**src/inc/dual_timer_regs.vh**
```
`ifndef DUAL_TIMER_REGS_VH
`define DUAL_TIMER_REGS_VH
// Register addresses
`define ADDR_CNT0      8'h0d
`define ADDR_CNT0_CTL  8'h0e
`define ADDR_CNT1_HI   8'h0f
`define ADDR_CNT1_LO   8'h10
`define ADDR_CNT1_CTL  8'h11
`define ADDR_INT_CTL   8'h0b
// Control register fields
`define CTL_PSC_LSB    0
`define CTL_PSC_MSB    2
`define CTL_EDGE       3
`define CTL_RUN        4
`define CTL_MODE_LSB   6
`define CTL_MODE_MSB   7
// Interrupt control fields
`define INT_EN0        2
`define INT_EN1        3
`define INT_FLAG0      5
`define INT_FLAG1      6
// Mode codes
`define MODE_EVENT     2'h1
`define MODE_TIMER     2'h2
`define MODE_PULSE     2'h3
// Reset values
`define CTL0_RESET     8'h08
`define CTL1_RESET     8'h08
`define INT_RESET      8'h00
`define ZERO8          8'h00
`define ONES8          8'hff
`define ONES16         16'hffff
`define ONE8           8'h01
`define ONE16          16'h0001
// Masks of implemented control bits
`define CTL0_MASK      8'hdf
`define CTL1_MASK      8'hd8
`define INT_MASK       8'h6c
// Divider for the second counter internal clock
`define DIV4_LAST      2'h3
`endif

```
**src/core/dual_timer_event_counter.v**
```verilog
// Functional notes
// RULE_01: Counter0 is 8-bit up, three clock sources
// RULE_02: Counter1 is 16-bit up, three clock sources
// RULE_03: Control bits 0-2 pick divide 2..256
// RULE_04: Counter0 bit 3 selects active edge
// RULE_05: Counter1 edge bit 3, bits 0-2,5 zero
// RULE_06: Bit 4 runs counting, bit 5 zero
// RULE_07: Bits 7:6 pick event, timer, pulse mode
// RULE_08: Event mode uses pin, others internal clock
// RULE_09: Slow crystal source only with RC+RTC oscillator
// RULE_10: Counter0 write preloads, read returns live count
// RULE_11: Low write buffers, high write loads preload
// RULE_12: High read latches low into buffer
// RULE_13: Overflow reloads preload and sets flag
// RULE_14: Pulse mode counts between edge and return
// RULE_15: One measurement per run bit setting
// RULE_16: Pulse mode triggers on transitions only
// RULE_17: Pulse mode overflow reloads and flags too
// RULE_18: Hardware clears run only after pulse measurement
// RULE_19: Any overflow wakes the halted device
// RULE_20: Enable bit zero blocks overflow interrupt
// RULE_21: Stopped counter also loads on preload write
// RULE_22: Counting clock blocked during counter read
// RULE_23: Counter0 overflow drives divided buzzer output
// RULE_24: Buzzer output toggles on every overflow0
//
// The address-and-strobe port is this design's own decision.
`include "dual_timer_regs.vh"

module dual_timer_event_counter
(
  input  wire       ref_clk,      // System clock
  input  wire       rst,          // Synchronous reset, active high
  input  wire [7:0] addr,         // Register address
  input  wire [7:0] wrData,       // Write data
  input  wire       wrEn,         // Write strobe
  input  wire       rdEn,         // Read strobe
  output reg  [7:0] rdData,       // Read data, cycle after strobe
  input  wire       eventPin0,    // Counter0 external input
  input  wire       eventPin1,    // Counter1 external input
  input  wire       rtcTick,      // Slow crystal clock, sampled level
  input  wire       rtcAllowed,   // Oscillator set to RC plus RTC
  input  wire       useRtc0,      // Counter0 internal source option
  input  wire       useRtc1,      // Counter1 internal source option
  output wire       irqRequest,   // Enabled overflow pending
  output reg        wakeUp,       // One-cycle pulse on any overflow
  output reg        toggleOut     // Overflow-divided square wave
);

  // Counter state
  reg  [7:0]  count0;             // Live counter0
  reg  [7:0]  preload0;           // Counter0 preload
  reg  [7:0]  ctl0;               // Counter0 control
  reg  [15:0] count1;             // Live counter1
  reg  [15:0] preload1;           // Counter1 preload
  reg  [7:0]  lowBuf;             // Counter1 low byte buffer
  reg  [7:0]  ctl1;               // Counter1 control
  reg  [7:0]  intCtl;             // Interrupt control
  reg  [7:0]  prescale;           // Free prescaler for counter0
  reg  [1:0]  div4;               // Quarter divider for counter1
  reg         pinPrev0;           // Last pin0 level
  reg         pinPrev1;           // Last pin1 level
  reg         rtcPrev;            // Last slow clock level
  reg         measuring0;         // Pulse measurement active
  reg         measuring1;
  reg         armed0;             // Waiting for starting edge
  reg         armed1;
  reg  [7:0]  prescalePrev;       // Prescaler value last cycle

  // Source selection; slow clock only legal in RC+RTC oscillator
  wire rtcRise  = rtcTick & ~rtcPrev;
  wire sel0Rtc  = useRtc0 & rtcAllowed;            // see RULE_09
  wire sel1Rtc  = useRtc1 & rtcAllowed;            // see RULE_09

  // Counter0 base ticks and prescaler tap
  wire [7:0] stageRise = prescale & ~prescalePrev;
  wire       rtcDivTick;
  reg  [7:0] rtcDiv;              // Prescaler on the slow clock
  wire [2:0] psc0 = ctl0[`CTL_PSC_MSB:`CTL_PSC_LSB];
  // Bit k of a free counter rises once every 2^(k+1) ticks
  wire       sysDivTick = stageRise[psc0];          // see RULE_03
  reg  [7:0] rtcDivPrev;
  wire [7:0] rtcStage = rtcDiv & ~rtcDivPrev;
  assign     rtcDivTick = rtcStage[psc0];           // see RULE_03
  wire int0Tick = sel0Rtc ? rtcDivTick : sysDivTick; // see RULE_01
  wire int1Tick = sel1Rtc ? rtcRise : (div4 == `DIV4_LAST); // see RULE_02

  // Edge detection on external pins, polarity from control bit 3
  wire rise0 = eventPin0 & ~pinPrev0;
  wire fall0 = ~eventPin0 & pinPrev0;
  wire rise1 = eventPin1 & ~pinPrev1;
  wire fall1 = ~eventPin1 & pinPrev1;
  wire act0  = ctl0[`CTL_EDGE] ? fall0 : rise0;     // see RULE_04
  wire ret0  = ctl0[`CTL_EDGE] ? rise0 : fall0;
  wire act1  = ctl1[`CTL_EDGE] ? fall1 : rise1;     // see RULE_05
  wire ret1  = ctl1[`CTL_EDGE] ? rise1 : fall1;

  wire [1:0] mode0 = ctl0[`CTL_MODE_MSB:`CTL_MODE_LSB];
  wire [1:0] mode1 = ctl1[`CTL_MODE_MSB:`CTL_MODE_LSB];
  wire run0 = ctl0[`CTL_RUN];
  wire run1 = ctl1[`CTL_RUN];

  // Reads of live counts freeze counting for that cycle
  wire rdCnt0 = rdEn & (addr == `ADDR_CNT0);        // see RULE_22
  wire rdCnt1 = rdEn & ((addr == `ADDR_CNT1_HI) | (addr == `ADDR_CNT1_LO)); // see RULE_22

  // Pulse measurement ends when input returns to start level
  wire end0 = (mode0 == `MODE_PULSE) & measuring0 & ret0; // see RULE_14
  wire end1 = (mode1 == `MODE_PULSE) & measuring1 & ret1; // see RULE_14

  // Count enables per mode; mode 00 never counts
  reg cnt0Step;
  reg cnt1Step;
  always @*
  begin
    cnt0Step = 1'b0;
    cnt1Step = 1'b0;
    case (mode0)
      `MODE_EVENT: cnt0Step = run0 & act0;                      // see RULE_08
      `MODE_TIMER: cnt0Step = run0 & int0Tick;                  // see RULE_08
      `MODE_PULSE: cnt0Step = run0 & measuring0 & ~end0 & int0Tick;
      default:     cnt0Step = 1'b0;
    endcase
    case (mode1)
      `MODE_EVENT: cnt1Step = run1 & act1;                      // see RULE_08
      `MODE_TIMER: cnt1Step = run1 & int1Tick;                  // see RULE_08
      `MODE_PULSE: cnt1Step = run1 & measuring1 & ~end1 & int1Tick;
      default:     cnt1Step = 1'b0;
    endcase
  end
  wire step0 = cnt0Step & ~rdCnt0;
  wire step1 = cnt1Step & ~rdCnt1;
  wire ovf0  = step0 & (count0 == `ONES8);           // see RULE_13
  wire ovf1  = step1 & (count1 == `ONES16);          // see RULE_13

  wire wrCnt0 = wrEn & (addr == `ADDR_CNT0);
  wire wrHi   = wrEn & (addr == `ADDR_CNT1_HI);
  wire wrLo   = wrEn & (addr == `ADDR_CNT1_LO);
  wire wrCtl0 = wrEn & (addr == `ADDR_CNT0_CTL);
  wire wrCtl1 = wrEn & (addr == `ADDR_CNT1_CTL);
  wire wrInt  = wrEn & (addr == `ADDR_INT_CTL);

  // Interrupt request gated by enable bits
  assign irqRequest = (intCtl[`INT_FLAG0] & intCtl[`INT_EN0]) |
                      (intCtl[`INT_FLAG1] & intCtl[`INT_EN1]); // see RULE_20

  // Dividers and edge history
  always @(posedge ref_clk)
  begin
    if (rst)
    begin
      prescale     <= `ZERO8;
      prescalePrev <= `ZERO8;
      rtcDiv       <= `ZERO8;
      rtcDivPrev   <= `ZERO8;
      div4         <= 2'h0;
      pinPrev0     <= 1'b0;
      pinPrev1     <= 1'b0;
      rtcPrev      <= 1'b0;
    end
    else
    begin
      prescale     <= prescale + `ONE8;
      prescalePrev <= prescale;
      rtcDivPrev   <= rtcDiv;
      // Slow prescaler advances only on slow clock edges
      if (rtcRise)
        rtcDiv <= rtcDiv + `ONE8;
      div4         <= div4 + 2'h1;
      pinPrev0     <= eventPin0;
      pinPrev1     <= eventPin1;
      rtcPrev      <= rtcTick;
    end
  end

  // Counter0 datapath and control
  always @(posedge ref_clk)
  begin
    if (rst)
    begin
      count0     <= `ZERO8;
      preload0   <= `ZERO8;
      ctl0       <= `CTL0_RESET;
      measuring0 <= 1'b0;
      armed0     <= 1'b0;
      toggleOut  <= 1'b0;
    end
    else
    begin
      // Preload write; also loads counter when stopped
      if (wrCnt0)
        preload0 <= wrData;                                   // see RULE_10
      if (wrCnt0 & ~run0)
        count0 <= wrData;                                     // see RULE_21
      else if (ovf0)
        count0 <= preload0;                                   // see RULE_13, RULE_17
      else if (step0)
        count0 <= count0 + `ONE8;                             // see RULE_01
      if (ovf0)
        toggleOut <= ~toggleOut;                              // see RULE_23, RULE_24
      // Pulse sequencing: arm on run, start on edge, stop on return
      if (wrCtl0)
      begin
        ctl0       <= wrData & `CTL0_MASK;                    // see RULE_06, RULE_07
        armed0     <= wrData[`CTL_RUN];                       // see RULE_15
        measuring0 <= 1'b0;
      end
      else if (end0)
      begin
        ctl0[`CTL_RUN] <= 1'b0;                               // see RULE_18
        measuring0     <= 1'b0;
      end
      else if (mode0 == `MODE_PULSE & run0 & armed0 & act0)
      begin
        measuring0 <= 1'b1;                                   // see RULE_16
        armed0     <= 1'b0;
      end
    end
  end

  // Counter1 datapath and control
  always @(posedge ref_clk)
  begin
    if (rst)
    begin
      count1     <= 16'h0000;
      preload1   <= 16'h0000;
      lowBuf     <= `ZERO8;
      ctl1       <= `CTL1_RESET;
      measuring1 <= 1'b0;
      armed1     <= 1'b0;
    end
    else
    begin
      // Low write fills buffer only; high read latches live low
      if (wrLo)
        lowBuf <= wrData;                                     // see RULE_11
      else if (rdEn & (addr == `ADDR_CNT1_HI))
        lowBuf <= count1[7:0];                                // see RULE_12
      if (wrHi)
        preload1 <= {wrData, lowBuf};                         // see RULE_11
      if (wrHi & ~run1)
        count1 <= {wrData, lowBuf};                           // see RULE_21
      else if (ovf1)
        count1 <= preload1;                                   // see RULE_13, RULE_17
      else if (step1)
        count1 <= count1 + `ONE16;                            // see RULE_02
      if (wrCtl1)
      begin
        ctl1       <= wrData & `CTL1_MASK;                    // see RULE_05, RULE_06
        armed1     <= wrData[`CTL_RUN];                       // see RULE_15
        measuring1 <= 1'b0;
      end
      else if (end1)
      begin
        ctl1[`CTL_RUN] <= 1'b0;                               // see RULE_18
        measuring1     <= 1'b0;
      end
      else if (mode1 == `MODE_PULSE & run1 & armed1 & act1)
      begin
        measuring1 <= 1'b1;                                   // see RULE_14, RULE_16
        armed1     <= 1'b0;
      end
    end
  end

  // Interrupt control: hardware set wins over a software clear
  always @(posedge ref_clk)
  begin
    if (rst)
    begin
      intCtl <= `INT_RESET;
      wakeUp <= 1'b0;
    end
    else
    begin
      if (wrInt)
        intCtl <= wrData & `INT_MASK;
      if (ovf0)
        intCtl[`INT_FLAG0] <= 1'b1;                           // see RULE_13
      if (ovf1)
        intCtl[`INT_FLAG1] <= 1'b1;                           // see RULE_13
      wakeUp <= ovf0 | ovf1;                                  // see RULE_19
    end
  end

  // Read mux; unmapped addresses read zero
  always @(posedge ref_clk)
  begin
    if (rst)
      rdData <= `ZERO8;
    else if (rdEn)
    begin
      case (addr)
        `ADDR_CNT0:     rdData <= count0;                     // see RULE_10
        `ADDR_CNT0_CTL: rdData <= ctl0;
        `ADDR_CNT1_HI:  rdData <= count1[15:8];               // see RULE_12
        `ADDR_CNT1_LO:  rdData <= lowBuf;                     // see RULE_12
        `ADDR_CNT1_CTL: rdData <= ctl1;
        `ADDR_INT_CTL:  rdData <= intCtl;
        default:        rdData <= `ZERO8;
      endcase
    end
    else
      rdData <= `ZERO8;
  end

endmodule // dual_timer_event_counter

```
**config.mk**
```make
export PLATFORM = sky130hd
export DESIGN_NAME = dual_timer_event_counter
export DESIGN_NICKNAME = d
export VERILOG_FILES = /design/src/core/dual_timer_event_counter.v
export VERILOG_INCLUDE_DIRS = /design/src /design/src/inc
export SDC_FILE = /design/constraint.sdc
export NUM_CORES = 1
export LEC_CHECK = 0
export ABC_AREA = 1
export BUFFER_PORTS_ARGS = -buffer_cell sky130_fd_sc_hd__buf_2
export CORE_AREA = 5 5 161 163
export DETAILED_ROUTE_END_ITERATION = 7
export DIE_AREA = 0 0 166 168
export GPL_TIMING_DRIVEN = 0
export SYNTH_ARGS = -nofsm -noshare
export SYNTH_HDL_FRONTEND = slang
export SYNTH_SLANG_ARGS = --single-unit
```
**constraint.sdc**
```tcl
create_clock -name ref_clk -period 4.74 [get_ports ref_clk]
set_input_delay 0.711 -clock ref_clk [delete_from_list [all_inputs] [get_ports ref_clk]]
set_output_delay 0.711 -clock ref_clk [all_outputs]
set_load 0.005 [all_outputs]
```
Yosys cells after proc, flatten, opt, wreduce, memory -nomap -nowiden
Index checks and enable logic that the tools add are counted.
Word-level totals
  flip-flop bits (word level): 122
  output and inout port bits: 11
  logic and storage cells: 162
Operators by class
  add/sub/neg operators: 5
  order comparisons: 1
  equality and inequality tests: 17
  mux-type cells: 34
  bitwise logic cells: 64
  reduce and logical (&&, ||, !) cells: 14
Operator list (count)
  16-bit 2-to-1 mux: 3
  8-bit one-hot mux with 6 select lines: 1
  1-bit AND: 44
  8-bit 2-to-1 mux: 5
  8-bit by 4-bit equality test with 1-bit output, second input constant: 4
  8-bit by 1-bit adder with 8-bit output, second input constant: 3
  1-bit 2-to-1 mux: 20
  16-bit by 1-bit adder with 16-bit output, second input constant: 1
  8-bit AND: 2
  16-bit equality test, second input constant: 1
  8-bit by 5-bit equality test with 1-bit output, second input constant: 2
  8-bit inverter: 2
  2-bit nonzero test: 7
  1-bit inverter: 13
  2-bit equality test, second input constant: 5
  8-bit equality test, second input constant: 1
  7-bit 2-to-1 mux: 1
  1-bit binary-select mux with 3-bit select: 2
  1-bit one-hot mux with 3 select lines: 2
  3-bit nonzero test: 2
  3-bit OR reduction: 2
  2-bit by 1-bit equality test with 1-bit output, second input constant: 2
  3-bit by 4-bit less-than comparator with 1-bit output, second input constant: 1
  2-bit by 1-bit != test with 1-bit output, second input constant: 2
  other kinds (4): 7

Depth between registers and ports, before layout
Gate-level depths: netlist of the first run.
  word-level depth: 12
  gate-level depth with buffers: 14
  mapped depth without buffers: 14

Least setup slack after synthesis of the first run
No wires, ideal clock.
  kind: in2reg
  start: input eventPin1
  end: register count1[11]
  setup time: 0.132 ns
  data arrival time: 1.882 ns
  data required time: 4.608 ns
  path slack: 2.725 ns
  stages on the path: 13
  path through: inv_1 -> nand3_1 -> a21oi_1 -> nand2_1 -> nand2_1 -> inv_1 -> nor2_2 -> nand2_2 -> buf_4 -> nor2_1 -> nand2_2 -> o21bai_1 -> a21oi_1
On the way
  cells in the longest elaborated chain, start to end: 12
RTL lines
  start, declared: line dual_timer_event_counter.v:40  | input wire eventPin1,
  1-bit inverter: line dual_timer_event_counter.v:92  | wire fall1 = ~eventPin1 & pinPrev1;
  1-bit AND: line dual_timer_event_counter.v:92
  1-bit 2-to-1 mux: line dual_timer_event_counter.v:96  | wire ret1 = ctl1[`CTL_EDGE] ? rise1 : fall1;
  1-bit AND: line dual_timer_event_counter.v:109  | wire end1 = (mode1 == `MODE_PULSE) & measuring1 & ret1;
  1-bit inverter: line dual_timer_event_counter.v:127  | `MODE_PULSE: cnt1Step = run1 & measuring1 & ~end1 & int1Tick;
  1-bit AND (2 in a row): line dual_timer_event_counter.v:127
  1-bit one-hot mux with 3 select lines *: line dual_timer_event_counter.v:124  | case (mode1)
  1-bit AND *: line dual_timer_event_counter.v:132  | wire step1 = cnt1Step & ~rdCnt1;
  1-bit AND: line dual_timer_event_counter.v:134  | wire ovf1 = step1 & (count1 == `ONES16);
  16-bit 2-to-1 mux: line dual_timer_event_counter.v:244  | else if (ovf1)
  16-bit 2-to-1 mux: line dual_timer_event_counter.v:242  | if (wrHi & ~run1)
  end signal, assigned: line dual_timer_event_counter.v:243  | count1 <= {wrData, lowBuf};
  end signal, assigned: line dual_timer_event_counter.v:245  | count1 <= preload1;
  end signal, assigned: line dual_timer_event_counter.v:247  | count1 <= count1 + `ONE16;
  end, declared: line dual_timer_event_counter.v:54  | reg [15:0] count1;
Every way passes the cells marked *; elsewhere a longest branch is shown, timed or not.
A chain may end at the register's enable or synchronous reset.

Final worst setup path of the first run
  start: register count1[1]
  end: register count1[1]
On the way
  cells in the longest elaborated chain, start to end: 4
RTL lines (line)
  16-bit by 1-bit adder with 16-bit output (no line) / 16-bit equality test (equally long branches)
  16-bit 2-to-1 mux / 1-bit AND (equally long branches): dual_timer_event_counter.v:246, dual_timer_event_counter.v:134
  16-bit 2-to-1 mux: dual_timer_event_counter.v:244
  16-bit 2-to-1 mux: dual_timer_event_counter.v:242
Several ways; a longest one is shown, not always the timed one. The select of a mux whose other input is x is not followed.

==> summary.txt, run 1 <==
Status
  – Status: complete, no violations

Placement
  – Routability cong.: 0.878
  – Post-DP HPWL: 13300 um
  – Post-placement cell area: 6540 um2
  – Port bufs: 36

Logic synthesis
  – Syn Area/Cell: 7.21 um2
  – Flops & latches, synth: 122
  – Register area share after synthesis: 41.0%
  – Post-synth top area share: 41.0%
  – Synth Flop Type: dfxtp_1
  – Count leader, synth: inv_1
  – Most frequent cells after synthesis: 138 x inv_1, 122 x dfxtp_1, 97 x nand2_1, 85 x a21oi_1, 76 x nor2_1
  – Syn Nets: 857
  – Distinct cells, synth: 39
  – Post-Syn Area: 5960 um2
  – Synth Area in Compound Gates: 19.7%
  – Syn Inst Count: 826
  – Synth Area in Adders: 1.05%
  – Multiplexer share of the synthesized area: 0%
  – Largest family of logic cells by synthesized area: simple AND/OR/NAND/NOR gates
  – Synth Area in Simple Gates: 24.3%
  – Async SR Flop Fraction: 0%
  – Area leader, netlist: dfxtp_1
  – Synth warn: 0
  – Synth top area cells: dfxtp_1 41%, inv_1 8.7%, a21oi_1 7.1%
  – EDFF count, synth: 0
  – Synth Area in XOR/XNOR: 2.65%

Hold path
  – Hold Crit Endpoint: div4[0]$_SDFF_PP0_
  – HP Start: div4[0]$_SDFF_PP0_
  – Hold Path Class: register to register
  – Worst hold path depth: 1

Clocking
  – Worst-Skew Late Latency: 0.43 ns
  – Max Buffers Root-to-Sink: 2
  – Post_cts resized: 0
  – CTS Root Cell: clkbuf_16
  – CTS tree: yes
  – # H-tree levels: 4
  – TritonCTS buffer count: 17
  – Post-CTS Setup Inserts: 0
  – Clk sink count: 122
  – Clock transition at path regs: 0.06 ns
  – CTS Hold Buffers Added: 0

Layout
  – Syn-to-layout area delta: 19.4%
  – Antenna diode count: 0
  – Post-route cell area: 7110 um2
  – Proportion of layout cells with a drive suffix above 1: 12.5%
  – # nets final: 912

Timing
  – Min Clock Period, post-route: 2.30 ns
  – Worst-margin pin slew: 0.876 ns
  – Skew final: 0.00880 ns
  – Pins over their slew limit: 0
  – RSZ-0062 raised after global routing: false
  – Final Hold Fails: 0
  – Highest clock rate: 0.434 GHz
  – Final TNS setup: 0 ns
  – Slew headroom: 41.6%
  – Final worst-path cycle share: 48.6%
  – Number of setup violations in the final report: 0

Worst setup path
  – Worst Path Arrival: 2.58 ns
  – Worst reg2reg path depth: 11
  – Worst reg2reg startpoint: count1[1]$_SDFFE_PP0P_
  – Critical Path Max Stage Delay: 0.59 ns
  – WS Path Type: register to register
  – Worst setup SP type: register
  – Delay-heaviest family, CP: simple AND/OR/NAND/NOR gates
  – Critical Path End Type: register
  – R2r setup slk: 2.44 ns
  – Critical Path Most Common Cell: nand2_1
  – Crit-path max FO: 7
  – Crit-path slowest cell: nor4b_4
  – Buf+Inv Stages, Crit Path: 1
  – Worst path cell trace: ha_1 > nand2_1 > inv_1 > nand2_1 > nor2_2 > nor4b_4 > nand2_2 > nand2_1 > nand2_1 > nand3_1 > a21oi_1
  – RR Endpoint: count1[1]$_SDFFE_PP0P_
  – Critical path required time: 5.02 ns

Floorplan
  – Die Wd: 166 um
  – Die area: 27900 um2
  – Die Ht: 168 um
  – Placement Rows: 57
  – Starting Density: 24.6%
  – Core area: 24200 um2
  – # IOs: 37

Power and ir drop
  – VDD IR-drop max: 0.000229 V
  – Leak: 2.75 nW
  – Total power density per cell area: 336 nW/um2
  – Total Power Consumption: 0.00239 W

Route
  – Drt first-iter violations: 424
  – Vias per cell: 4.69
  – Via count: 5711
  – Residual DRC: 0
  – First-pass detailed-route iteration total: 5
  – Final ANT Viol Nets: 0
  – Final wirelength: 18300 um
  – Routed len/inst: 15.1 um

GRT
  – Largest net degree at the start of global routing: 17
  – GR peak layer: met2
  – Global route total overflow: 0
  – GRT met1 Usage: 17.0%
  – Grt met2 use: 20.8%
  – Met3 Usage GRT: 3.82%
  – Vias in the first global route: 5427
  – Number of antenna violations at the first check in global routing: 3
  – Gr usage total: 13.2%
  – First-pass GRT wire length: 29200 um

Flow run
  – Max-Cap Viols: 0
==> power breakdown <==
part | leakage, nW | switching, W | internal [W] | total [W]
combinational | 1.50 | 0.0000691 | 0.0000255 | 0.0000946
sequential | 0.986 | 0.00000604 | 0.00104 | 0.00104
clock | 0.272 | 0.000505 | 0.000749 | 0.00125
==> per-stage QoR <==
stage / setup WS, ns / utilization, % / std cells / hold slack (ns)
finish: 2.44 / 29.4 / 1218 / 0.427
global route: 2.33 / 29.4 / 1218 / 0.462
CTS: 2.50 / 29.4 / 1218 / 0.426
detailed placement: 2.22 / 27.1 / 1186 / 0.419
global placement: 2.24 / 27.1 / 1186 / 0.410
floorplan: 2.73 / - / 826 / 0.399
==> cell usage in the layout (no fill, tap or decap), types with 3 or more instances in the layout <==
master and count:
a211oi_1 17, a21oi_1 85, a221oi_1 3, buf_2 41
buf_4 6, clkbuf_1 16, clkbuf_16 17, clkinv_2 3
clkinv_4 3, clkinvlp_4 4, dfxtp_1 122, ha_1 5
inv_1 138, inv_2 6, nand2_1 97, nand2_2 11
nand3_1 68, nand3_2 3, nand3b_1 7, nand4_1 10
nor2_1 76, nor2_2 3, nor2_4 3, nor3_1 14
o211ai_1 9, o21a_1 4, o21ai_0 57, o21ai_1 3
o21bai_1 4, o22ai_1 22, xor2_1 18
==> layout make-up <==
type	instances	area, um2
fill	2610	17100
multi-input combinational	532	2840
sequential	122	2440
inverter	144	541
clock buffer	19	453
tap	324	405
timing repair buffer	36	180
buffer	28	134
clock inverter	13	119
==> layer usage <==
| metal | share of wire [%] | up-vias |
|---|---|---|
| met2 | 45 | 181 |
| li1 | - | 2850 |
| met3 | 6.0 | 43 |
| met1 | 46 | 2631 |
| met4 | 2.5 | 6 |
| met5 | 0.18 | - |
==> worst max path at each step <==
stage	to	start	cells after the start	slack, ns
3_5_place_dp	count1[7]$_SDFFE_PP0P_	eventPin1	14	2.22
6_report	count1[1]$_SDFFE_PP0P_	count1[1]$_SDFFE_PP0P_	11	2.44
4_1_cts	count1[1]$_SDFFE_PP0P_	count1[1]$_SDFFE_PP0P_	11	2.50
3_3_place_gp	count1[3]$_SDFFE_PP0P_	rtcTick	13	2.24
5_1_grt	count1[9]$_SDFFE_PP0P_	count1[1]$_SDFFE_PP0P_	12	2.33
2_1_floorplan	count1[11]$_SDFFE_PP0P_	eventPin1	13	2.73
==> flip-flops by register name, indices dropped and copies added, names as in the netlist, 2 cells and up <==
register and cells:
count0 8, lowBuf 8, preload1 16, rtcDiv 8, intCtl 4, prescalePrev 8, ctl1 4, div4 2
rtcDivPrev 8, ctl0 7, prescale 8, rdData 8, preload0 8, count1 16
==> cell families (layout without fill, tap and decap cells) <==
logic type / after synthesis / in the layout
adders and majority gates: 5 / 5
buffers and inverters: 172 / 240
AOI/OAI and AO/OA: 208 / 208
and+or+nand+nor: 301 / 301
DFF: 122 / 122
xor gates and xnor gates: 18 / 18
(Power assumes the default switching activity.)
==> run 2, diff against run 1 <==
==> constraint.sdc (replaced) <==
create_clock -name ref_clk -period 2.3 [get_ports ref_clk]
set_input_delay 0.345 -clock ref_clk [delete_from_list [all_inputs] [get_ports ref_clk]]
set_output_delay 0.345 -clock ref_clk [all_outputs]
set_load 0.005 [all_outputs]
==> summary.txt, run 2 (synthesis results as in run 1) <==
Route
  – Final wirelength: 18200 um (was 18300 um)
  – Residual DRC: 0 (unchanged)
  – Vias per cell: 4.69 (about the same)
  – First-pass detailed-route iteration total: 5 (unchanged)
  – Via count: 5724 (was 5711)
  – Routed len/inst: 15.0 um (was 15.1 um)
  – Drt first-iter violations: 393 (was 424)
  – Final ANT Viol Nets: 0 (unchanged)

Worst setup path
  – Worst setup SP type: register (unchanged)
  – RR Endpoint: count1[1]$_SDFFE_PP0P_ (unchanged)
  – Critical Path Most Common Cell: nand2_1 (unchanged)
  – Worst Setup EP: count1[1]$_SDFFE_PP0P_ (unchanged)
  – Worst Path Arrival: 2.44 ns (was 2.58 ns)
  – R2r setup slk: 0.13 ns (was 2.44 ns)
  – Critical Path Max Stage Delay: 0.53 ns (was 0.59 ns)
  – Crit-path slowest cell: nor4b_4 (unchanged)
  – Worst reg2reg path depth: 11 (unchanged)
  – Critical path required time: 2.58 ns (was 5.02 ns)
  – Worst path cell trace: ha_1 > nand2_1 > inv_1 > nand2_2 > nor2_4 > nor4b_4 > nand2_2 > nand2_1 > nand2_1 > nand3_1 > a21oi_1 (was ha_1 > nand2_1 > inv_1 > nand2_1 > nor2_2 > nor4b_4 > nand2_2 > nand2_1 > nand2_1 > nand3_1 > a21oi_1)
  – Critical path launch point: count1[0]$_SDFFE_PP0P_ (was count1[1]$_SDFFE_PP0P_)
  – Critical Path End Type: register (unchanged)
  – WS Path Type: register to register (unchanged)
  – Crit-path max FO: 7 (unchanged)
  – Worst reg2reg startpoint: count1[0]$_SDFFE_PP0P_ (was count1[1]$_SDFFE_PP0P_)

Layout
  – Most common cell after layout, fill and taps aside: inv_1 (unchanged)
  – Largest registers: count1: 16 flops, preload1: 16 flops (unchanged)
  – Post-route cell area: 7140 um2 (was 7110 um2)
  – Syn-to-layout area delta: 19.9% (was 19.4%)
  – Antenna diode count: 0 (unchanged)
  – Proportion of layout cells with a drive suffix above 1: 13.1% (was 12.5%)
  – Most frequent cells in the layout: 138 x inv_1, 122 x dfxtp_1, 96 x nand2_1, 84 x a21oi_1, 75 x nor2_1 (was 138 x inv_1, 122 x dfxtp_1, 97 x nand2_1, 85 x a21oi_1, 76 x nor2_1)
  – # nets final: 914 (was 912)

GRT
  – Gr usage total: 13.2% (unchanged)
  – Global route total overflow: 0 (unchanged)
  – Met3 Usage GRT: 3.82% (unchanged)
  – First-pass GRT wire length: 29200 um (unchanged)
  – GRT met1 Usage: 17.0% (unchanged)
  – GR peak layer: met2 (unchanged)
  – Grt met2 use: 20.8% (unchanged)
  – Number of antenna violations at the first check in global routing: 3 (unchanged)
  – Largest net degree at the start of global routing: 17 (unchanged)
  – Vias in the first global route: 5427 (unchanged)

Status
  – Status: complete, no violations (unchanged)

Timing
  – RSZ-0062 raised after global routing: false (unchanged)
  – Skew final: 0.00977 ns (was 0.00880 ns)
  – Final Hold Fails: 0 (unchanged)
  – Min Clock Period, post-route: 2.17 ns (was 2.30 ns)
  – Final TNS setup: 0 ns (unchanged)
  – Number of setup violations in the final report: 0 (unchanged)
  – Slew headroom: 41.6% (about the same)
  – Pins over their slew limit: 0 (unchanged)
  – Worst-margin pin slew: 0.877 ns (was 0.876 ns)
  – Final worst-path cycle share: 94.2% (was 48.6%)
  – Highest clock rate: 0.462 GHz (was 0.434 GHz)

Power and ir drop
  – Total power density per cell area: 689 nW/um2 (was 336 nW/um2)
  – Leak: 2.76 nW (was 2.75 nW)
  – Total Power Consumption: 0.00492 W (was 0.00239 W)
  – VDD IR-drop max: 0.000465 V (was 0.000229 V)

Floorplan
  – Starting Density: 24.6% (unchanged)
  – Die Wd: 166 um (unchanged)
  – Core area: 24200 um2 (unchanged)
  – Placement Rows: 57 (unchanged)
  – Die Ht: 168 um (unchanged)
  – # IOs: 37 (unchanged)
  – Die area: 27900 um2 (unchanged)

Placement
  – Routability cong.: 0.878 (unchanged)
  – Port bufs: 36 (unchanged)
  – Post-DP HPWL: 13300 um (unchanged)
  – Post-placement cell area: 6540 um2 (unchanged)

Clocking
  – Max Buffers Root-to-Sink: 2 (unchanged)
  – CTS Root Cell: clkbuf_16 (unchanged)
  – # H-tree levels: 4 (unchanged)
  – CTS tree: yes (unchanged)
  – Clk sink count: 122 (unchanged)
  – TritonCTS buffer count: 17 (unchanged)
  – Clock transition at path regs: 0.06 ns (about the same)
  – Worst-Skew Late Latency: 0.43 ns (about the same)

Hold path
  – Hold Path Class: primary input to register (was register to register)

Flow run
  – Max-Cap Viols: 0 (unchanged)
## run 2: cell count changes in the layout (fill, tap and decap cells not counted)
cell     delta
buf_4       +2
nor2_1      -1
nor2_4      +1
nand2_1     -1
nand2_2     +1
a21oi_2     +1
a21oi_1     -1
## run 2: report_power, final
part | internal (W) | switching (W) | total (W)
Clock | 0.00154 | 0.00103 | 0.00258
Combinational | 0.0000525 | 0.000142 | 0.000195
Sequential | 0.00214 | 0.0000125 | 0.00215
## run 2: routing by layer
metal,part of all wire [%],wire length [um]
met5,0.18,33
met4,2.6,476
met3,6.8,1250
met2,45,8210
met1,45,8280
## run 2: worst min-delay path by stage
stage                  startpoint  cells after the start  slack, ns            endpoint
2_1_floorplan  div4[0]$_SDFF_PP0_                      1       0.40  div4[0]$_SDFF_PP0_
3_3_place_gp   div4[0]$_SDFF_PP0_                      1       0.41  div4[0]$_SDFF_PP0_
3_5_place_dp   div4[0]$_SDFF_PP0_                      1       0.42  div4[0]$_SDFF_PP0_
4_1_cts                   rtcTick                      3       0.14  rtcPrev$_SDFF_PP0_
5_1_grt                   rtcTick                      3       0.15  rtcPrev$_SDFF_PP0_
6_report                  rtcTick                      3       0.15  rtcPrev$_SDFF_PP0_
## run 2: layout make-up
type	count	area (um2)
Multi-Input combinational cell	532	2850
Tap cell	324	405
Inverter	144	541
Buffer	28	134
Timing Repair Buffer	38	195
Clock inverter	13	119
Fill cell	2608	17000
Clock buffer	19	453
Sequential cell	122	2440
## run 2: worst max-delay path, delay by kind of cell (launching register included)
kind / cells / cell delay (ns)
buf+inv: 1 / 0.11
fa+ha+maj: 1 / 0.20
compound gates: 1 / 0.06
simple gates: 8 / 1.24
flops: 1 / 0.39
## run 2: timing repair
item / 4_1_cts / 5_1_grt
endpoints found under the setup margin: 0 / 12
hold buffers: 0 / 0
resized for setup: 0 / 4
setup buffers: 0 / 2
## run 2: through the flow
step | instances | hold slack, ns | utilization [%] | setup WS, ns
finish | 1220 | 0.147 | 29.5 | 0.134
floorplan | 826 | 0.399 | - | 0.558
CTS | 1218 | 0.139 | 29.4 | 0.0558
global placement | 1186 | 0.410 | 27.1 | 0.112
global route | 1220 | 0.151 | 29.5 | 0.00528
detailed placement | 1186 | 0.419 | 27.1 | 0.0804
==> run 3, diff against run 2 <==
--- a/config.mk
+++ b/config.mk
@@ -12,6 +12,7 @@
 export DETAILED_ROUTE_END_ITERATION = 7
 export DIE_AREA = 0 0 166 168
 export GPL_TIMING_DRIVEN = 0
+export RECOVER_POWER = 100
 export SYNTH_ARGS = -nofsm -noshare
 export SYNTH_HDL_FRONTEND = slang
 export SYNTH_SLANG_ARGS = --single-unit
==> summary.txt, run 3 (synthesis results as in run 1) <==
Status
  – Status: complete, no violations (unchanged)

Placement
  – Post-DP HPWL: 13300 um (unchanged)
  – Routability cong.: 0.878 (unchanged)
  – Port bufs: 36 (unchanged)

Layout
  – # nets final: 914 (unchanged)
  – Most frequent cells in the layout: 140 x inv_1, 122 x dfxtp_1, 99 x nand2_1, 84 x a21oi_1, 78 x nor2_1 (was 138 x inv_1, 122 x dfxtp_1, 96 x nand2_1, 84 x a21oi_1, 75 x nor2_1)
  – Antenna diode count: 0 (unchanged)
  – Largest registers: count1: 16 flops, preload1: 16 flops (unchanged)
  – Proportion of layout cells with a drive suffix above 1: 10.6% (was 13.1%)
  – Syn-to-layout area delta: 18.7% (was 19.9%)
  – Final Util: 29.2% (was 29.5%)
  – Most common cell after layout, fill and taps aside: inv_1 (unchanged)

GRT
  – First-pass GRT wire length: 29200 um (unchanged)
  – Global route total overflow: 0 (unchanged)
  – Number of antenna violations at the first check in global routing: 3 (unchanged)
  – Gr usage total: 13.2% (unchanged)
  – Vias in the first global route: 5427 (unchanged)
  – Largest net degree at the start of global routing: 17 (unchanged)

Hold path
  – Hold Path Class: primary input to register (unchanged)
  – Hold Crit Endpoint: rtcPrev$_SDFF_PP0_ (unchanged)
  – Worst hold path depth: 3 (unchanged)
  – HP Start: rtcTick (unchanged)

Worst setup path
  – Worst setup SP type: register (unchanged)
  – Crit-path max FO: 7 (unchanged)
  – RR Endpoint: count1[1]$_SDFFE_PP0P_ (unchanged)
  – Worst Path Arrival: 2.46 ns (was 2.44 ns)
  – Crit-path slowest cell: nor4b_4 (unchanged)
  – Buf+Inv Stages, Crit Path: 1 (unchanged)
  – Critical Path Most Common Cell: nand2_1 (unchanged)
  – Worst reg2reg path depth: 11 (unchanged)
  – Critical path required time: 2.58 ns (about the same)
  – WS Path Type: register to register (unchanged)
  – Worst reg2reg startpoint: count1[1]$_SDFFE_PP0P_ (was count1[0]$_SDFFE_PP0P_)
  – R2r setup slk: 0.12 ns (was 0.13 ns)
  – Critical Path End Type: register (unchanged)
  – Delay-heaviest family, CP: simple AND/OR/NAND/NOR gates (unchanged)
  – Critical Path Max Stage Delay: 0.55 ns (was 0.53 ns)
  – Worst path cell trace: ha_1 > nand2_1 > inv_1 > nand2_2 > nor2_4 > nor4b_4 > nand2_2 > nand2_1 > nand2_1 > nand3_1 > a21oi_1 (unchanged)

Route
  – Via count: 5733 (was 5724)
  – Vias per cell: 4.70 (was 4.69)
  – Final ANT Viol Nets: 0 (unchanged)
  – Final wirelength: 18300 um (was 18200 um)
  – Drt first-iter violations: 437 (was 393)
  – Routed len/inst: 15.0 um (about the same)
  – Residual DRC: 0 (unchanged)
  – First-pass detailed-route iteration total: 5 (unchanged)

Timing
  – Pins over their slew limit: 0 (unchanged)
  – Worst-margin pin slew: 0.888 ns (was 0.877 ns)
  – Slew headroom: 40.8% (was 41.6%)
  – Final Hold Fails: 0 (unchanged)
  – Skew final: 0.00927 ns (was 0.00977 ns)
  – Highest clock rate: 0.458 GHz (was 0.462 GHz)
  – Final worst-path cycle share: 94.9% (was 94.2%)
  – Final TNS setup: 0 ns (unchanged)
  – Hold_ws: 0.147 ns (about the same)
  – RSZ-0062 raised after global routing: false (unchanged)
  – Number of setup violations in the final report: 0 (unchanged)
  – Min Clock Period, post-route: 2.18 ns (was 2.17 ns)

Power and ir drop
  – Switch share: 24.1% (about the same)
  – Power Internal: 0.00373 W (about the same)
  – Leak: 2.71 nW (was 2.76 nW)
  – Power share of the clock group: 52.4% (about the same)
  – Total Power Consumption: 0.00491 W (was 0.00492 W)
  – VDD IR-drop max: 0.000465 V (about the same)
  – Switching power: 0.00118 W (was 0.00119 W)
  – Total power density per cell area: 695 nW/um2 (was 689 nW/um2)
  – Sequential share of power: 43.7% (about the same)
  – Comb power frac: 3.8% (was 4.0%)

Floorplan
  – Die Ht: 168 um (unchanged)
  – Die Wd: 166 um (unchanged)
  – # IOs: 37 (unchanged)
  – Placement Rows: 57 (unchanged)
  – Core area: 24200 um2 (unchanged)
  – Die area: 27900 um2 (unchanged)
  – Starting Density: 24.6% (unchanged)

Clocking
  – Clk sink count: 122 (unchanged)
  – Clock transition at path regs: 0.06 ns (about the same)
  – CTS Root Cell: clkbuf_16 (unchanged)
  – TritonCTS buffer count: 17 (unchanged)
  – CTS tree: yes (unchanged)
  – CTS Hold Buffers Added: 0 (unchanged)
  – Worst-Skew Late Latency: 0.43 ns (about the same)
  – # H-tree levels: 4 (unchanged)
  – Max Buffers Root-to-Sink: 2 (unchanged)

Flow run
  – Max-Cap Viols: 0 (unchanged)
==> run 3: changes by cell type in the layout (fill, tap and decap cells not counted), moves of 3 or more <==
cell and delta:
buf_2 -12, nand2_1 +3, nor2_4 -3, clkbuf_1 +11, nor2_1 +3
==> run 3: worst max-delay path by stage <==
stage | from | end | cells after the start
3_3_place_gp | count1[1]$_SDFFE_PP0P_ | count1[1]$_SDFFE_PP0P_ | 11
6_report | count1[1]$_SDFFE_PP0P_ | count1[1]$_SDFFE_PP0P_ | 11
4_1_cts | count1[1]$_SDFFE_PP0P_ | count1[1]$_SDFFE_PP0P_ | 11
2_1_floorplan | count1[0]$_SDFFE_PP0P_ | count1[13]$_SDFFE_PP0P_ | 11
3_5_place_dp | count1[1]$_SDFFE_PP0P_ | count1[1]$_SDFFE_PP0P_ | 11
5_1_grt | count1[1]$_SDFFE_PP0P_ | count1[0]$_SDFFE_PP0P_ | 11
==> run 3: power groups by stage <==
stage	registers (W)	logic (W)	clock network, W
detailed placement	0.00219	0.000195	0
finish	0.00215	0.000189	0.00258
floorplan	0.00219	0.000103	0
global placement	0.00219	0.000192	0
CTS	0.00215	0.000195	0.00260
global route	0.00215	0.000209	0.00270
==> run 3: area by class of cell <==
type,count,area [um2]
flip-flops and latches,122,2440
well taps,324,405
repair buffers,38,183
plain buffers,28,133
fillers,2628,17100
multi-input cells,532,2790
clock inverters,13,119
inverters,144,541
clock buffers,19,453
==> run 3: through the flow <==
| step | cell area [um2] | std cells | setup slack, ns |
|---|---|---|---|
| 3_5_place_dp | 6540 | 1186 | 0.0804 |
| 5_1_grt | 7070 | 1220 | 0.00534 |
| 2_1_floorplan | 5960 | 826 | 0.558 |
| 4_1_cts | 7110 | 1218 | 0.0558 |
| 6_report | 7070 | 1220 | 0.118 |
| 3_3_place_gp | 6540 | 1186 | 0.112 |
==> run 3: worst min-delay path, delay by kind of cell <==
kind | cells | cell delay (ns)
AND/OR/NAND/NOR | 1 | 0.03
buffers and inverters | 2 | 0.16
==> run 3: repair_timing <==
item | CTS | global route
endpoints found under the setup margin | 0 | 12
buffers inserted | 0 | 2
gates resized for setup | 0 | 4
==> run 3: metal layers <==
layer / wire, um / GRT usage, % / up-vias
li1: - / - / 2861
met1: 8480 / 17.0 / 2645
met2: 8190 / 20.8 / 173
met3: 1140 / 3.82 / 48
met4: 486 / 5.27 / 6
met5: 33 / 0 / -
